==> src/hw/rst_wdog_pkg.sv <==
// Constants, types and encodings for the reset and watchdog block.
// Assumes a single 200 MHz clock and an APB master on the register side.
// Function
// - Hold reset 4064 cycles after power-on
// - Stay in reset while pin low
// - Drive reset pin low four cycles
// - Sample pin two cycles later, classify
// - Power-on and pin share one vector
// - Vectors FFFE/FFFC/FFFA, special modes BFxx
// - Reset aborts instruction, loads vector
// - Disable bit acts after next reset
// - Disable zero enables, one disables watchdog
// - Special modes start with watchdog resets inhibited
// - Count E over 2^15 times rate
// - Reset clears rate field to zero
// - Rate written once within 64 cycles, any time in special modes
// - 0x55 then 0xAA restarts watchdog
// - Expiry without service forces reset
package rst_wdog_pkg;
    // ===========================================================
    // Register map
    localparam logic [11:0] CTRL_OFS = 12'h000;
    localparam logic [11:0] SVC_OFS = 12'h004;
    localparam logic [11:0] STAT_OFS = 12'h008;
    localparam int DIS_BIT = 0;
    localparam int INH_BIT = 1;
    localparam int CME_BIT = 2;
    localparam int RATE_LSB = 4;
    localparam int VEC_LSB = 16;
    localparam logic [7:0] ARM_VAL = 8'h55;
    localparam logic [7:0] CLR_VAL = 8'hAA;
    // ===========================================================
    // Timing, in E clock cycles
    localparam int POR_CYC = 4064;
    localparam int DRIVE_CYC = 4;
    localparam int SAMPLE_CYC = 2;
    localparam int RATE_WIN = 64;
    localparam int CNT_W = 12;
    // ===========================================================
    // Vectors
    localparam logic [7:0] VEC_NORM_HI = 8'hFF;
    localparam logic [7:0] VEC_SPEC_HI = 8'hBF;
    localparam logic [7:0] VEC_POR_LO = 8'hFE;
    localparam logic [7:0] VEC_CM_LO = 8'hFC;
    localparam logic [7:0] VEC_WD_LO = 8'hFA;
    // ===========================================================
    // Types
    typedef enum logic [2:0] {
        ST_POR = 3'b000,
        ST_PINW = 3'b001,
        ST_DRIVE = 3'b010,
        ST_SAMP = 3'b011,
        ST_RUN = 3'b100
    } rst_state_e;
    typedef enum logic [1:0] {
        C_POR = 2'b00,
        C_EXT = 2'b01,
        C_CM = 2'b10,
        C_WD = 2'b11
    } cause_e;
    typedef struct packed {
        logic [11:0] paddr;
        logic psel;
        logic penable;
        logic pwrite;
        logic [31:0] pwdata;
    } apb_req_s;
    typedef struct packed {
        logic drv;
        logic oe;
    } pin_drive_s;
endpackage : rst_wdog_pkg

==> src/hw/rst_wdog.sv <==
// Reset sequencer, reset pin handling and software watchdog.
// Assumes the reset pin and clock-fail flag are asynchronous inputs.
`timescale 1ns/1ps
module rst_wdog #(
    parameter int E_DIV = 50,
    parameter int PRE_BITS = 15
) (
    input wire logic clk_i,
    input wire logic arst_n_i,
    input wire rst_wdog_pkg::apb_req_s apb_i,
    output logic pready_o,
    output logic pslverr_o,
    output logic [31:0] prdata_o,
    input wire logic rst_pin_i,
    output rst_wdog_pkg::pin_drive_s rst_pin_o,
    input wire logic clock_fail_i,
    input wire logic special_mode_i,
    output logic cpu_reset_o,
    output logic vector_load_o,
    output logic [15:0] vector_o
);
    import rst_wdog_pkg::*;

    // ===========================================================
    // Helpers
    function automatic logic [5:0] scale_limit(input logic [1:0] r);
        case (r)
            2'b00: scale_limit = 6'h00;
            2'b01: scale_limit = 6'h03;
            2'b10: scale_limit = 6'h0F;
            default: scale_limit = 6'h3F;
        endcase
    endfunction : scale_limit

    function automatic logic [15:0] vec_of(input cause_e c, input logic sp);
        logic [7:0] lo;
        lo = (c == C_WD) ? VEC_WD_LO : (c == C_CM) ? VEC_CM_LO : VEC_POR_LO;
        vec_of = {sp ? VEC_SPEC_HI : VEC_NORM_HI, lo};
    endfunction : vec_of

    // ===========================================================
    // E clock enable
    logic [7:0] div_q;
    logic e_tick_q;
    always_ff @(posedge clk_i or negedge arst_n_i) begin
        if (!arst_n_i) begin
            div_q <= 8'h00;
            e_tick_q <= 1'b0;
        end else if (div_q == 8'(E_DIV - 1)) begin
            div_q <= 8'h00;
            e_tick_q <= 1'b1;
        end else begin
            div_q <= div_q + 8'h01;
            e_tick_q <= 1'b0;
        end
    end

    // ===========================================================
    // Input synchronisers
    logic [2:0] pin_s_q;
    logic [2:0] cf_s_q;
    logic pin_lvl_q;
    logic cf_lvl_q;
    always_ff @(posedge clk_i or negedge arst_n_i) begin
        if (!arst_n_i) begin
            pin_s_q <= 3'b111;
            cf_s_q <= 3'b000;
            pin_lvl_q <= 1'b1;
            cf_lvl_q <= 1'b0;
        end else begin
            pin_s_q <= {pin_s_q[1:0], rst_pin_i};
            cf_s_q <= {cf_s_q[1:0], clock_fail_i};
            if (pin_s_q[1] == pin_s_q[2]) begin
                pin_lvl_q <= pin_s_q[2];
            end
            if (cf_s_q[1] == cf_s_q[2]) begin
                cf_lvl_q <= cf_s_q[2];
            end
        end
    end

    // ===========================================================
    // Sequencer
    rst_state_e state_q, state_d;
    cause_e cause_q, cause_d, pend_q;
    logic [CNT_W-1:0] cnt_q;
    logic special_q;
    logic dis_q, inh_q, cme_q, wd_en_q, arm_q, rate_wr_q;
    logic [1:0] rate_q;
    logic [PRE_BITS-1:0] pre_q;
    logic [5:0] sc_q;
    logic [6:0] bus_cnt_q;
    logic sys_rst;
    logic wd_exp, wd_fire, cm_fire, cnt_end;
    logic wr_acc, svc_wr, svc_restart;

    assign sys_rst = (state_q != ST_RUN);
    assign wd_exp = e_tick_q && (&pre_q) && (sc_q == scale_limit(rate_q));
    assign wd_fire = wd_exp && wd_en_q && !inh_q;
    assign cm_fire = cme_q && cf_lvl_q;

    always_comb begin
        state_d = state_q;
        cause_d = cause_q;
        cnt_end = 1'b0;
        case (state_q)
            ST_POR: begin
                cnt_end = e_tick_q && (cnt_q == CNT_W'(POR_CYC - 1));
                if (cnt_end) begin
                    state_d = ST_PINW;
                end
            end
            ST_PINW: begin
                if (pin_lvl_q) begin
                    state_d = ST_RUN;
                end
            end
            ST_DRIVE: begin
                cnt_end = e_tick_q && (cnt_q == CNT_W'(DRIVE_CYC - 1));
                if (cnt_end) begin
                    state_d = ST_SAMP;
                end
            end
            ST_SAMP: begin
                // classify on pin level
                // E_DIV below 3 lets the pin synchroniser lag this sample
                cnt_end = e_tick_q && (cnt_q == CNT_W'(SAMPLE_CYC - 1));
                if (cnt_end) begin
                    if (!pin_lvl_q) begin
                        cause_d = C_EXT;
                        state_d = ST_PINW;
                    end else begin
                        cause_d = pend_q;
                        state_d = ST_RUN;
                    end
                end
            end
            ST_RUN: begin
                if (wd_fire || cm_fire || !pin_lvl_q) begin
                    state_d = ST_DRIVE;
                end
            end
            default: state_d = ST_POR;
        endcase
    end

    always_ff @(posedge clk_i or negedge arst_n_i) begin
        if (!arst_n_i) begin
            state_q <= ST_POR;
            cause_q <= C_POR;
            pend_q <= C_EXT;
            cnt_q <= '0;
        end else begin
            state_q <= state_d;
            cause_q <= cause_d;
            if (state_d != state_q) begin
                cnt_q <= '0;
            end else if (e_tick_q) begin
                cnt_q <= cnt_q + CNT_W'(1);
            end
            if (state_q == ST_RUN && state_d == ST_DRIVE) begin
                pend_q <= wd_fire ? C_WD : (cm_fire ? C_CM : C_EXT);
            end
        end
    end

    // ===========================================================
    // Outputs toward pin and CPU
    always_ff @(posedge clk_i or negedge arst_n_i) begin
        if (!arst_n_i) begin
            rst_pin_o <= '0;
            cpu_reset_o <= 1'b1;
            vector_load_o <= 1'b0;
            vector_o <= 16'h0000;
        end else begin
            rst_pin_o.drv <= 1'b0;
            rst_pin_o.oe <= (state_d == ST_DRIVE);
            cpu_reset_o <= (state_d != ST_RUN);
            vector_load_o <= sys_rst && (state_d == ST_RUN);
            vector_o <= vec_of(cause_d, special_q);
        end
    end

    always_ff @(posedge clk_i or negedge arst_n_i) begin
        if (!arst_n_i) begin
            special_q <= 1'b0;
        end else if (state_q == ST_POR) begin
            special_q <= special_mode_i;
        end
    end

    // ===========================================================
    // APB slave
    assign wr_acc = apb_i.psel && apb_i.penable && apb_i.pwrite && pready_o;
    assign svc_wr = wr_acc && (apb_i.paddr == SVC_OFS);
    assign svc_restart = svc_wr && arm_q && (apb_i.pwdata[7:0] == CLR_VAL);

    always_ff @(posedge clk_i or negedge arst_n_i) begin
        if (!arst_n_i) begin
            pready_o <= 1'b0;
            pslverr_o <= 1'b0;
            prdata_o <= 32'h0000_0000;
        end else begin
            pready_o <= apb_i.psel && !apb_i.penable;
            pslverr_o <= apb_i.psel && !apb_i.penable && (apb_i.paddr != CTRL_OFS)
                && (apb_i.paddr != SVC_OFS) && (apb_i.paddr != STAT_OFS);
            prdata_o <= 32'h0000_0000;
            if (apb_i.paddr == CTRL_OFS) begin
                prdata_o[DIS_BIT] <= dis_q;
                prdata_o[INH_BIT] <= inh_q;
                prdata_o[CME_BIT] <= cme_q;
                prdata_o[RATE_LSB +: 2] <= rate_q;
            end else if (apb_i.paddr == STAT_OFS) begin
                prdata_o[1:0] <= cause_q;
                prdata_o[2] <= wd_en_q;
                prdata_o[3] <= arm_q;
                prdata_o[4] <= special_q;
                prdata_o[VEC_LSB +: 16] <= vector_o;
            end
        end
    end

    // ===========================================================
    // Configuration; disable bit survives internal resets
    always_ff @(posedge clk_i or negedge arst_n_i) begin
        if (!arst_n_i) begin
            dis_q <= 1'b0;
        end else if (wr_acc && apb_i.paddr == CTRL_OFS) begin
            dis_q <= apb_i.pwdata[DIS_BIT];
        end
    end

    always_ff @(posedge clk_i or negedge arst_n_i) begin
        if (!arst_n_i) begin
            wd_en_q <= 1'b0;
            inh_q <= 1'b0;
            cme_q <= 1'b0;
            rate_q <= 2'b00;
            rate_wr_q <= 1'b0;
            bus_cnt_q <= 7'h00;
        end else if (sys_rst) begin
            wd_en_q <= !dis_q;
            inh_q <= special_q;
            cme_q <= 1'b0;
            rate_q <= 2'b00;
            rate_wr_q <= 1'b0;
            bus_cnt_q <= 7'h00;
        end else begin
            if (e_tick_q && bus_cnt_q != 7'(RATE_WIN)) begin
                bus_cnt_q <= bus_cnt_q + 7'h01;
            end
            if (wr_acc && apb_i.paddr == CTRL_OFS) begin
                inh_q <= inh_q & apb_i.pwdata[INH_BIT];
                cme_q <= apb_i.pwdata[CME_BIT];
                if (special_q || (!rate_wr_q && bus_cnt_q < 7'(RATE_WIN))) begin
                    rate_q <= apb_i.pwdata[RATE_LSB +: 2];
                    rate_wr_q <= 1'b1;
                end
            end
        end
    end

    // ===========================================================
    // Watchdog counter and arm flag
    always_ff @(posedge clk_i or negedge arst_n_i) begin
        if (!arst_n_i) begin
            arm_q <= 1'b0;
            pre_q <= '0;
            sc_q <= 6'h00;
        end else if (sys_rst) begin
            arm_q <= 1'b0;
            pre_q <= '0;
            sc_q <= 6'h00;
        end else begin
            if (svc_wr && apb_i.pwdata[7:0] == ARM_VAL) begin
                arm_q <= 1'b1;
            end else if (svc_restart) begin
                arm_q <= 1'b0;
            end
            if (svc_restart) begin
                pre_q <= '0;
                sc_q <= 6'h00;
            end else if (e_tick_q) begin
                pre_q <= pre_q + PRE_BITS'(1);
                if (&pre_q) begin
                    sc_q <= wd_exp ? 6'h00 : sc_q + 6'h01;
                end
            end
        end
    end
endmodule : rst_wdog

==> config.mk <==
export PLATFORM = sky130hd
export DESIGN_NAME = rst_wdog
export DESIGN_NICKNAME = d
export VERILOG_FILES = /design/src/hw/rst_wdog_pkg.sv /design/src/hw/rst_wdog.sv
export SDC_FILE = /design/constraint.sdc
export NUM_CORES = 1
export LEC_CHECK = 0
export BUFFER_PORTS_ARGS = -buffer_cell sky130_fd_sc_hd__buf_2
export CELL_PAD_IN_SITES_DETAIL_PLACEMENT = 0
export CELL_PAD_IN_SITES_GLOBAL_PLACEMENT = 1
export CORE_UTILIZATION = 43
export CTS_BUF_LIST = sky130_fd_sc_hd__clkbuf_4 sky130_fd_sc_hd__clkbuf_8
export CTS_CLUSTER_DIAMETER = 150
export DETAILED_ROUTE_END_ITERATION = 6
export PLACE_DENSITY_LB_ADDON = 0.1
export SETUP_SLACK_MARGIN = 0.4
export SYNTH_ARGS = -nofsm -noshare
export SYNTH_HDL_FRONTEND = slang
export SYNTH_SLANG_ARGS = --single-unit
==> constraint.sdc <==
create_clock -name clk_i -period 2.6 [get_ports clk_i]
set_input_delay 0 -clock clk_i [delete_from_list [all_inputs] [get_ports clk_i]]
set_output_delay 0 -clock clk_i [all_outputs]
set_load 0.02 [all_outputs]
======== Word level (Yosys, flattened, before mapping) ========
Cells that the tools add are included.
storage, ports and cells
  word-level logic and storage cells ...... 158
  bits in registers ....................... 116
  output and inout bits ................... 54
cells by class
  order comparisons ....................... 1
  equality and inequality tests ........... 27
  bitwise operators ....................... 1
  muxes and demuxes ....................... 50
  reduce and logical (&&, ||, !) cells .... 46
  $add $sub $neg .......................... 5
operator list
  cell                                                                     number
  15-bit two-way mux                                                       3
  16-bit two-way mux                                                       2
  6-bit two-way mux                                                        5
  1-bit logical AND                                                        24
  12-bit two-way mux                                                       2
  3-bit two-way mux                                                        8
  7-bit two-way mux                                                        3
  2-bit two-way mux                                                        9
  6-bit case mux with 3 select lines                                       1
  15-bit by 1-bit adder with 15-bit output (second input constant)         1
  3-bit case mux with 5 select lines                                       1
  15-bit AND reduction                                                     1
  1-bit two-way mux                                                        14
  12-bit by 1-bit adder with 12-bit output (second input constant)         1
  12-bit by 1-bit equality test with 1-bit output (second input constant)  1
  12-bit equality test (second input constant)                             1
  12-bit by 2-bit equality test with 1-bit output (second input constant)  1
  12-bit by 3-bit equality test with 1-bit output (second input constant)  1
  12-bit by 4-bit equality test with 1-bit output (second input constant)  1
  12-bit zero test                                                         1
  12-bit by 3-bit != test with 1-bit output (second input constant)        1
  12-bit by 4-bit != test with 1-bit output (second input constant)        1
  12-bit nonzero test                                                      1
  3-bit by 2-bit equality test with 1-bit output (second input constant)   3
  26 further kinds                                                         43

======== Depth between registers and ports, before layout ========
Gate-level depths: netlist (run 1).
  depth after elaboration ................. 12
  gate-level depth with buffers ........... 9
  mapped depth without buffers ............ 7

======== Worst setup path before layout (run 1) ========
OpenSTA, ideal clock, no wires.
  path type ............................... flip-flop to flip-flop
  start ................................... register pre_q[0]
  end ..................................... register cnt_q[10]
  arrival ................................. 1,811 ps
  library setup time ...................... 72 ps
  stages on the path, launching flop included .. 10
  setup slack ............................. 717 ps
  period minus slack after synthesis ...... 1,883 ps
  data required time ...................... 2,528 ps
  path through ............................ dfrtp_1 ha_1 and4_1 buf_2 and2_1 and4_4 a31oi_4 a21oi_4 buf_6 nor2_1
between the ends
  longest elaborated chain between the ends .. 11
  elaborated cells between the ends (all ways) .. 12
  classes of those cells .................. eq/ne (1); mux (3); reduce/logical (8)
RTL lines
  what                                                             line             RTL
  start, declared                                                  rst_wdog.sv:90   logic [PRE_BITS-1:0] pre_q;
  start signal, assigned                                           rst_wdog.sv:284  pre_q <= pre_q + PRE_BITS'(1);
  15-bit AND reduction *                                           rst_wdog.sv:98   assign wd_exp = e_tick_q && (&pre_q) && (sc_q == scale_limit(rate_q));
  1-bit logical AND * (2 in series)                                rst_wdog.sv:98
  1-bit logical AND * (2 in series)                                rst_wdog.sv:99   assign wd_fire = wd_exp && wd_en_q && !inh_q;
  1-bit logical OR * (2 in series)                                 rst_wdog.sv:139  if (wd_fire || cm_fire || !pin_lvl_q) begin
  3-bit two-way mux *                                              rst_wdog.sv:139
  3-bit case mux with 5 select lines *                             rst_wdog.sv:106  case (state_q)
  3-bit != test *                                                  rst_wdog.sv:156  if (state_d != state_q) begin
  12-bit two-way mux / 2-bit nonzero test (equally long branches)  --
  end signal, assigned                                             rst_wdog.sv:159  cnt_q <= cnt_q + CNT_W'(1);
  end, declared                                                    rst_wdog.sv:86   logic [CNT_W-1:0] cnt_q;
Mark *: on every way between the ends. The rest lies on a longest branch, timed or not.
A chain may end at the register's enable or synchronous reset.

======== Final worst setup path (run 1) ========
  start ................................... register rate_q[0]
  end ..................................... register cnt_q[1]
between the ends
  longest elaborated chain between the ends .. 12
  elaborated cells between the ends (all ways) .. 15
  classes of those cells .................. eq/ne (4); mux (4); reduce/logical (7)
RTL lines
  what                                                             line             RTL
  start, declared                                                  rst_wdog.sv:89   logic [1:0] rate_q;
  start signal, assigned                                           rst_wdog.sv:256  rate_q <= apb_i.pwdata[RATE_LSB +: 2];
  2-bit equality test (tied with other cells)                      rst_wdog.sv:27   case (r)
  6-bit case mux with 3 select lines *                             rst_wdog.sv:27
  6-bit equality test *                                            rst_wdog.sv:98
  1-bit logical AND *                                              rst_wdog.sv:98
  1-bit logical AND * (2 in series)                                rst_wdog.sv:99
  1-bit logical OR * (2 in series)                                 rst_wdog.sv:139
  3-bit two-way mux *                                              rst_wdog.sv:139
  3-bit case mux with 5 select lines *                             rst_wdog.sv:106
  3-bit != test *                                                  rst_wdog.sv:156
  12-bit two-way mux / 2-bit nonzero test (equally long branches)  --
Marked as above.

==> results.cfg, run 1 <==
[status]
status = finished clean

[pwr]
p_per_area_nw_per_um2 = 508
p_leak_nw = 2.45
peakVddDrop_mv = 0.201
fin_total_pwr_mw = 2.68

[finish]
fin_area_um2 = 5290
nets = 577
fin_util_pct = 51.2
layout_commonest_cell = dfrtp_1
antenna_cells = 0
final-instance-count-excl-fill = 658
layout-area-overhead-vs-synth_pct = 15.0
drive_gt1_share_pct = 22.8
fillerInstances = 955
layout_common_cells = dfrtp_1 (86), buf_2 (67), nor2_1 (62), nand2_1 (39)

[synthesis]
ys_seq_area_share_pct = 50.2
synth_seq_cells = 92
ys_warn_count = 0
async_flop_share_pct = 100
synthFlopType = dfrtp_1
synth_edf_count = 0
yosysUniqueCellTypes = 57
syn-mean-instance-area_um2 = 10.2
syn_inst = 452
synth_area_um2 = 4600

[critical_path]
crit_type = reg2reg
ff2ff_path_depth = 7
slowest_delay_ns = 0.46
crit_chain = xor2_1 -> or4_4 -> a22oi_4 -> a31oi_4 -> a21oi_4 -> buf_12 -> nor2_1
cp_data_required_time_ns = 2.85
cp.arrival_ns = 2.35
cp_max_fo = 12
critPathLaunchType = flip-flop
rrSetupSlack_ns = 0.50
endpoint_kind = flip-flop
slowest_stage = dfrtp_1

[clock_tree]
cts_tree = done
clock_sinks = 92
cts-buffers-inserted = 9
htreeDepth = 3
clk_path_buf_depth = 2
clock-root-buffer = clkbuf_8
clk_pin_slew_worst_paths_ns = 0.09
clock_latency_ns = 0.36

[timing]
skew_ns = 0.00750
tightest_slew_ns = 0.630
relSlewSlack_pct = 57.4
finalSetupViolCount = 0
finalCriticalPeriod_ns = 2.10
finalHoldViolCount = 0
slew_viol_final = 0
setup_tns_ns = 0
fmax_ghz = 0.477
hold_ws_ns = 0.0329
finalCritPeriodShare_pct = 80.7
rsz0062_at_grt = no
fin_ws_ns = 0.502

[global_routing]
grt_pass1_vias = 2930
antenna_found_initial = 0
grt_max_degree = 55
grt_overflow = 0
grt_pass1_wl_um = 14000
grt_usage_pct = 15.9

[floorplan]
fp.dieH_um = 105
num_rows = 37
num_io_pins = 106
start_util_pct = 44.5
core_area_um2 = 10300
die_area_um2 = 11100
die_w_um = 105

[worst_hold_path]
hold_path.class = in2reg
hold_path_depth = 4

[routing]
drc = 0
drtPass1Iterations = 4
drt-initial-drc-count = 113
wl_per_cell_um = 12.8
vias = 3190
viasPerCell = 4.85
routed_wl_um = 8430
drtAntennaViolNets = 0

[place]
place_inst = 625
io_buffer_count = 68
gp_congestion = 0.739
place_area_um2 = 4870
post-dp-hpwl_um = 5810
dp_slack_ns = 0.395

[run]
maxCapViolCount = 0
-- synth_stat cells, drive strengths merged, types with 2 or more instances --
cell    number  area share [%]
dfrtp       86              47
nor2        63             5.3
buf         41             6.8
nand2       39             3.2
nand3       21             2.4
xor2        20             3.8
xnor2       16             3.0
o21ai       15             1.7
a21oi       14             1.8
inv         12            0.98
nand4       11             1.5
mux2i       10             2.2
nor3         9             1.1
and2         8             1.1
clkbuf       8            0.65
ha           8             2.2
and4         7             1.4
dfstp        6             3.4
or3          6            0.82
and3         4            0.57
nand2b       4            0.54
nor2b        4            0.54
nor4         4            0.87
nand4b       3            0.57
nor3b        3            0.49
o211ai       3            0.49
or4          3            0.65
a21boi       2            0.33
a21o         2            0.35
a31oi        2            0.60
and2b        2            0.38
conb         2            0.16
maj3         2            0.44
mux2         2            0.49
o22ai        2            0.27
-- path summary, 6_finish.rpt --
| path | startpoint | endpoint |
|---|---|---|
| worst max-delay path | rate_q[0] | cnt_q[1] |
| worst min-delay path | apb_i[40] | arm_q |
| worst max register to register | rate_q[0] | cnt_q[1] |
| worst min register to register | cf_s_q[0] | cf_s_q[1] |
| max in group asynchronous | arst_n_i | pend_q[0] |
| min in group asynchronous | arst_n_i | vector_o[13] |
-- worst max-delay path: cells and delay by family, from the launching register on --
family / cells / cell delay [ns]
compound gates: 3 / 0.71
simple gates: 2 / 0.48
flops: 1 / 0.46
xor+xnor: 1 / 0.19
buf+inv: 1 / 0.15
-- routing by layer --
| layer | GRT usage, % | part of all wire, % | vias up |
|---|---|---|---|
| li1 | - | - | 1608 |
| met1 | 21.4 | 49 | 1502 |
| met2 | 25.5 | 45 | 69 |
| met3 | 2.47 | 3.6 | 11 |
| met4 | 7.24 | 1.7 | 0 |
| met5 | 0 | 0 | - |
-- power breakdown --
part           switching, mW  internal (mW)
sequential            0.0114           1.45
combinational         0.0920         0.0538
clock                  0.499          0.582
-- logic make-up (layout without fill, tap and decap cells) --
logic type | count (synthesis) | count (layout) | share of synthesized area [%]
xor+xnor | 36 | 36 | 6.86
mux | 12 | 12 | 2.67
simple gates | 195 | 195 | 22.2
fa+ha+maj | 10 | 10 | 2.61
other cells | 2 | 14 | 0.163
buf+inv | 61 | 119 | 8.46
compound gates | 44 | 44 | 6.78
flops | 92 | 92 | 50.2
-- sequential cells by signal, summed over array words and instances (netlist names), 2 cells and up --
signal,count
pre_q,15
cf_s_q,3
vector_o,4
prdata_o,10
rate_q,2
state_q,3
bus_cnt_q,7
cnt_q,12
cause_q,2
div_q,8
sc_q,6
pin_s_q,3
pend_q,2
-- cell type report --
class | instances | area, µm² | share of cell area, %
clock buffers | 11 | 145 | 2.75
clock inverters | 5 | 85.1 | 1.61
flip-flops and latches | 92 | 2310 | 43.7
repair buffers | 91 | 581 | 11.0
inverters | 12 | 45.0 | 0.852
well taps | 136 | 170 | 3.22
multi-input cells | 311 | 1950 | 36.9
-- repair_timing --
item                                   in CTS  in global routing
endpoints found under the hold margin      51                  0
setup buffers                               1                  0
gates resized for setup                     0                  2
setup endpoints to repair                   7                  5
pin swaps                                   1                  0
hold buffers                               16                  0
(Power assumes the default switching activity.)
==> inputs of run 2 (changes only) <==
==> constraint.sdc (replaced) <==
create_clock -name clk_i -period 2.04 [get_ports clk_i]
set_input_delay 0 -clock clk_i [delete_from_list [all_inputs] [get_ports clk_i]]
set_output_delay 0 -clock clk_i [all_outputs]
set_load 0.02 [all_outputs]
==> run 2 against run 1 <==
Compared with the run above:
- non-clock buffer count rose by 29
- critical path type unchanged
- critical path depth fell by 1
- fmax rose by 15%
- largest power group unchanged
==> results.cfg, run 2 (synthesis results as in run 1) <==
[status]
status = finished clean

[pwr]
peakVddDrop_mv = 0.360
p_per_area_nw_per_um2 = 585
p_leak_nw = 2.61
p_int_mw = 2.48
power_frac_comb_pct = 5.9
power_switching_share_pct = 23.6
p_switching_mw = 0.767
p_seq_share_pct = 57.1
clkPwrFrac_pct = 37.0

[critical_path]
r2r-start = rate_q[0]
endpoint_kind = flip-flop
slowest_stage = or4_4
r2r-end = state_q[2]
cp_max_fo = 5
crit_end = state_q[2]
cp.arrival_ns = 2.07
rrSetupSlack_ns = 0.22
slowest_delay_ns = 0.42
cp_data_required_time_ns = 2.29
ff2ff_path_depth = 6
critPathLaunchType = flip-flop
crit_type = reg2reg
cp-startpoint = rate_q[0]
crit_chain = xor2_1 -> or4_4 -> a22oi_4 -> a31oi_4 -> buf_4 -> a21o_2

[floorplan]
die_w_um = 105
num_rows = 37
fp.dieH_um = 105
start_util_pct = 44.5
die_area_um2 = 11100
num_io_pins = 106
core_area_um2 = 10300

[finish]
layout_commonest_cell = dfrtp_1
top_regs = pre_q: 15 flops, cnt_q: 12 flops, prdata_o: 10 flops
drive_gt1_share_pct = 28.9
largest_reg_flops = 15
layout-area-overhead-vs-synth_pct = 21.0
final-instance-count-excl-fill = 686
regMostFlops = pre_q
layout_common_cells = dfrtp_1 (85), buf_2 (67), nor2_1 (62), nand2_1 (38), buf_4 (29)
regArea_um2 = 2310
fillerInstances = 918
nets = 606
antenna_cells = 0
multi_input_area_um2 = 2020

[place]
gp_congestion = 0.772
post-dp-hpwl_um = 6040
io_buffer_count = 68
place_inst = 643

[routing]
vias = 3364
viasPerCell = 4.90
drt-initial-drc-count = 104
drc = 0
drtAntennaViolNets = 0
routed_wl_um = 8880
wl_per_cell_um = 12.9
drtPass1Iterations = 4

[global_routing]
antenna_found_initial = 0
grt_max_degree = 48
grt_pass1_wl_um = 15300
grt_usage_pct = 17.3
grt_overflow = 0
grt_pass1_vias = 3290

[clock_tree]
clk_pin_slew_worst_paths_ns = 0.08
clock-root-buffer = clkbuf_8
clk_path_buf_depth = 2
cts-buffers-inserted = 9
clock_latency_ns = 0.36
cts_tree = done
clock_sinks = 92
htreeDepth = 3

[timing]
finalCritPeriodShare_pct = 89.3
rsz0062_at_grt = yes
finalHoldViolCount = 0
skew_ns = 0.00737
finalSetupViolCount = 0
relSlewSlack_pct = 59.4
slew_viol_final = 0
setup_tns_ns = 0
tightest_slew_ns = 0.609
fmax_ghz = 0.549
finalCriticalPeriod_ns = 1.82

[worst_hold_path]
hold_path.class = in2reg

[run]
maxCapViolCount = 0
-- run 2: stage by stage --
stage                     setup slack [ns]  power, mW  hold slack [ns]  utilization [%]  cell area (µm²)
final                                0.218       3.25           0.0364             53.9             5560
after global routing                 0.127       3.40           0.0364             53.9             5560
after CTS                            0.196       3.31          0.00938             53.6             5530
after detailed placement            0.0665       2.06           0.0649             48.8             5040
after global placement               0.105       2.06           0.0589             48.8             5040
after floorplan                      0.162       2.00           -0.296                -             4660
-- run 2: how the worst min path moves through the flow --
| stage | start | endpoint | cells after the start |
|---|---|---|---|
| global placement | arst_n_i | prdata_o[18] | 1 |
| floorplan | arst_n_i | arm_q | 0 |
| finish | apb_i[34] | pslverr_o | 3 |
| global route | apb_i[34] | pslverr_o | 3 |
| detailed placement | arst_n_i | prdata_o[18] | 1 |
| CTS | apb_i[34] | pslverr_o | 3 |
-- run 2: final cells by class --
cell class | count | share of cell area (%)
Sequential cell | 92 | 41.6
Multi-Input combinational cell | 311 | 36.3
Timing Repair Buffer | 120 | 14.9
Tap cell | 136 | 3.06
Clock buffer | 10 | 2.36
Clock inverter | 5 | 0.990
Inverter | 12 | 0.810
-- run 2: critical path, delay by kind of cell (launching register included) --
kind	cells	cell delay [ns]
buf+inv	1	0.17
simple gates	1	0.42
flops	1	0.39
compound gates	3	0.57
xor+xnor	1	0.16
-- run 2: repair_timing --
item | CTS | global route
hold buffers | 18 | 0
setup buffers | 9 | 1
pin swaps | 12 | 7
hold endpoints to repair | 56 | 0
gates resized for setup | 17 | 5
endpoints found under the setup margin | 29 | 30
-- run 2: power groups by stage --
| stage | Sequential (mW) | Clock (mW) | Combinational (mW) |
|---|---|---|---|
| 2_1_floorplan | 1.89 | 0 | 0.106 |
| 3_3_place_gp | 1.89 | 0 | 0.170 |
| 3_5_place_dp | 1.89 | 0 | 0.172 |
| 4_1_cts | 1.86 | 1.25 | 0.197 |
| 5_1_grt | 1.86 | 1.33 | 0.214 |
| 6_report | 1.86 | 1.20 | 0.193 |
-- run 2: layer usage --
layer	wire length, µm	global-route usage (%)
met1	4150	22.5
met2	4240	28.4
met3	355	2.97
met4	139	7.55
met5	0	0
==> inputs of run 3 (changes only) <==
--- a/config.mk
+++ b/config.mk
@@ -5,10 +5,10 @@
 export SDC_FILE = /design/constraint.sdc
 export NUM_CORES = 1
 export LEC_CHECK = 0
-export BUFFER_PORTS_ARGS = -buffer_cell sky130_fd_sc_hd__buf_2
+export BUFFER_PORTS_ARGS = -buffer_cell sky130_fd_sc_hd__buf_4
 export CELL_PAD_IN_SITES_DETAIL_PLACEMENT = 0
 export CELL_PAD_IN_SITES_GLOBAL_PLACEMENT = 1
-export CORE_UTILIZATION = 43
+export CORE_UTILIZATION = 46
 export CTS_BUF_LIST = sky130_fd_sc_hd__clkbuf_4 sky130_fd_sc_hd__clkbuf_8
 export CTS_CLUSTER_DIAMETER = 150
 export DETAILED_ROUTE_END_ITERATION = 6
==> constraint.sdc (replaced) <==
create_clock -name clk_i -period 2.22 [get_ports clk_i]
set_input_delay 0 -clock clk_i [delete_from_list [all_inputs] [get_ports clk_i]]
set_output_delay 0 -clock clk_i [all_outputs]
set_load 0.02 [all_outputs]
==> run 3 against run 2 <==
Compared with the run above:
- setup slack improved by 0.14 ns
- routed wire length fell by 0.46%
- sequential share of layout area decreased by 1.0 points
- sequential power down 8%
- fmax fell by 2.1%
- worst hold slack gained 0.0071 ns
- cell area rose by 2.6%
- via count is 1.3% lower
- core utilization up 4.8 points
- non-clock buffer count shrank 12
- clock power is 13% higher
- critical path depth did not move
- critical path type unchanged
- critical endpoint is now sc_q[3]
- largest cell class unchanged
==> results.cfg, run 3 (synthesis results as in run 1) <==
[critical_path]
cp_data_required_time_ns = 2.47
slowest_stage = or4_4
crit_type = reg2reg
slowest_delay_ns = 0.54
cp-startpoint = sc_q[2]
crit_chain = or4_4 -> a22oi_4 -> buf_6 -> and2b_2 -> o21ai_2 -> a21oi_2
cp_max_fo = 5
endpoint_kind = flip-flop
cp.arrival_ns = 2.11
critPathLaunchType = flip-flop
r2r-start = sc_q[2]

[pwr]
peakVddDrop_mv = 0.323
p_per_area_nw_per_um2 = 573
p_leak_nw = 2.61
fin_total_pwr_mw = 3.26

[timing]
finalCriticalPeriod_ns = 1.86
finalHoldViolCount = 0
skew_ns = 0.0139
relSlewSlack_pct = 56.4
fmax_ghz = 0.538
finalCritPeriodShare_pct = 83.8
fin_ws_ns = 0.360
rsz0062_at_grt = yes
setup_tns_ns = 0
slew_viol_final = 0
tightest_slew_ns = 0.654
finalSetupViolCount = 0

[run]
maxCapViolCount = 0

[floorplan]
num_io_pins = 106
start_util_pct = 47.2
die_w_um = 102
num_rows = 36
core_area_um2 = 9730
fp.dieH_um = 102
die_area_um2 = 10400

[clock_tree]
clk_path_buf_depth = 2
clock-root-buffer = clkbuf_8
htreeDepth = 3
clock_latency_ns = 0.36
cts_tree = done
clk_pin_slew_worst_paths_ns = 0.10
clock_sinks = 92
cts-buffers-inserted = 9

[global_routing]
grt_pass1_wl_um = 14400
grt_usage_pct = 17.9
grt_overflow = 0
antenna_found_initial = 0
grt_max_degree = 52
grt_pass1_vias = 3152

[place]
dp_slack_ns = 0.0626
post-dp-hpwl_um = 5980
gp_congestion = 0.794
place_inst = 627
io_buffer_count = 68

[worst_hold_path]
hold_start = apb_i[40]
hold_path.class = in2reg

[finish]
nets = 594
multi_input_area_um2 = 2050
fillerInstances = 858
top_regs = pre_q: 15 flops, cnt_q: 12 flops, prdata_o: 10 flops
largest_reg_flops = 15
regArea_um2 = 2310
layout_commonest_cell = buf_4
drive_gt1_share_pct = 28.9
antenna_cells = 0
regMostFlops = pre_q
final-instance-count-excl-fill = 672
layout-area-overhead-vs-synth_pct = 24.1
layout_common_cells = buf_4 (89), dfrtp_1 (83), nor2_1 (62), nand2_1 (39), xor2_1 (20)

[routing]
vias = 3321
drc = 0
routed_wl_um = 8840
drtAntennaViolNets = 0
drtPass1Iterations = 4
drt-initial-drc-count = 114
wl_per_cell_um = 13.1
viasPerCell = 4.94

[status]
status = finished clean
==> run 3: cell types whose count changed in the layout (fill, tap and decap cells not counted), sizes merged <==
cell | before | now
bufinv | 1 | 3
clkinvlp | 2 | 0
clkinv | 2 | 1
buf | 102 | 93
inv | 12 | 15
dlygate4sd3 | 18 | 15
clkbuf | 10 | 9
==> run 3: stage by stage <==
| stage | utilization, % | area, µm² | hold slack (ns) |
|---|---|---|---|
| 3_5_place_dp | 52.1 | 5070 | 0.0896 |
| 4_1_cts | 57.4 | 5590 | 0.0234 |
| 5_1_grt | 58.6 | 5700 | 0.0434 |
| 3_3_place_gp | 52.1 | 5070 | 0.0818 |
| 6_report | 58.6 | 5700 | 0.0434 |
| 2_1_floorplan | - | 4650 | -0.296 |
==> run 3: worst max-delay path, delay by kind of cell (launching register included) <==
family | cells | cell delay (ns)
AND/OR/NAND/NOR | 2 | 0.76
flip-flops | 1 | 0.43
AO/OA/AOI/OAI | 3 | 0.42
buffers and inverters | 1 | 0.15
==> run 3: power by group <==
group,internal [mW],total (mW),switching (mW)
registers,1.69,1.71,0.0143
logic,0.0856,0.196,0.111
clock network,0.758,1.36,0.603
==> run 3: path summary, 6_finish.rpt <==
path,endpoint,slack (ns),cells after the start
max,sc_q[3],0.36,6
min,arm_q,0.04,4
max in group asynchronous,cpu_reset_o,1.28,3
max reg2reg,sc_q[3],0.36,6
min reg2reg,pin_s_q[1],0.36,0
min in group asynchronous,prdata_o[17],0.22,2
==> run 3: area by class of cell <==
class / instances / share of cell area, %
clock inverters: 7 / 2.13
multi-input cells: 311 / 36.0
well taps: 133 / 2.92
flip-flops and latches: 92 / 40.6
repair buffers: 108 / 15.4
inverters: 12 / 0.790
clock buffers: 9 / 2.17
==> run 3: metal layers <==
metal	wire length (µm)	part of all wire [%]	GRT usage, %	vias up
met2	4260	48	30.9	83
li1	-	-	-	1643
met5	0	0	0	-
met3	385	4.4	2.53	12
met4	141	1.6	7.36	0
met1	4050	46	22.5	1583
==> run 3: timing repair <==
item                                    in CTS  in global routing
endpoints found under the setup margin      25                 24
hold buffers                                15                  0
hold endpoints to repair                    62                  0
buffers inserted                            10                  4
gates resized for setup                     13                 20
pin swaps                                   10                  7
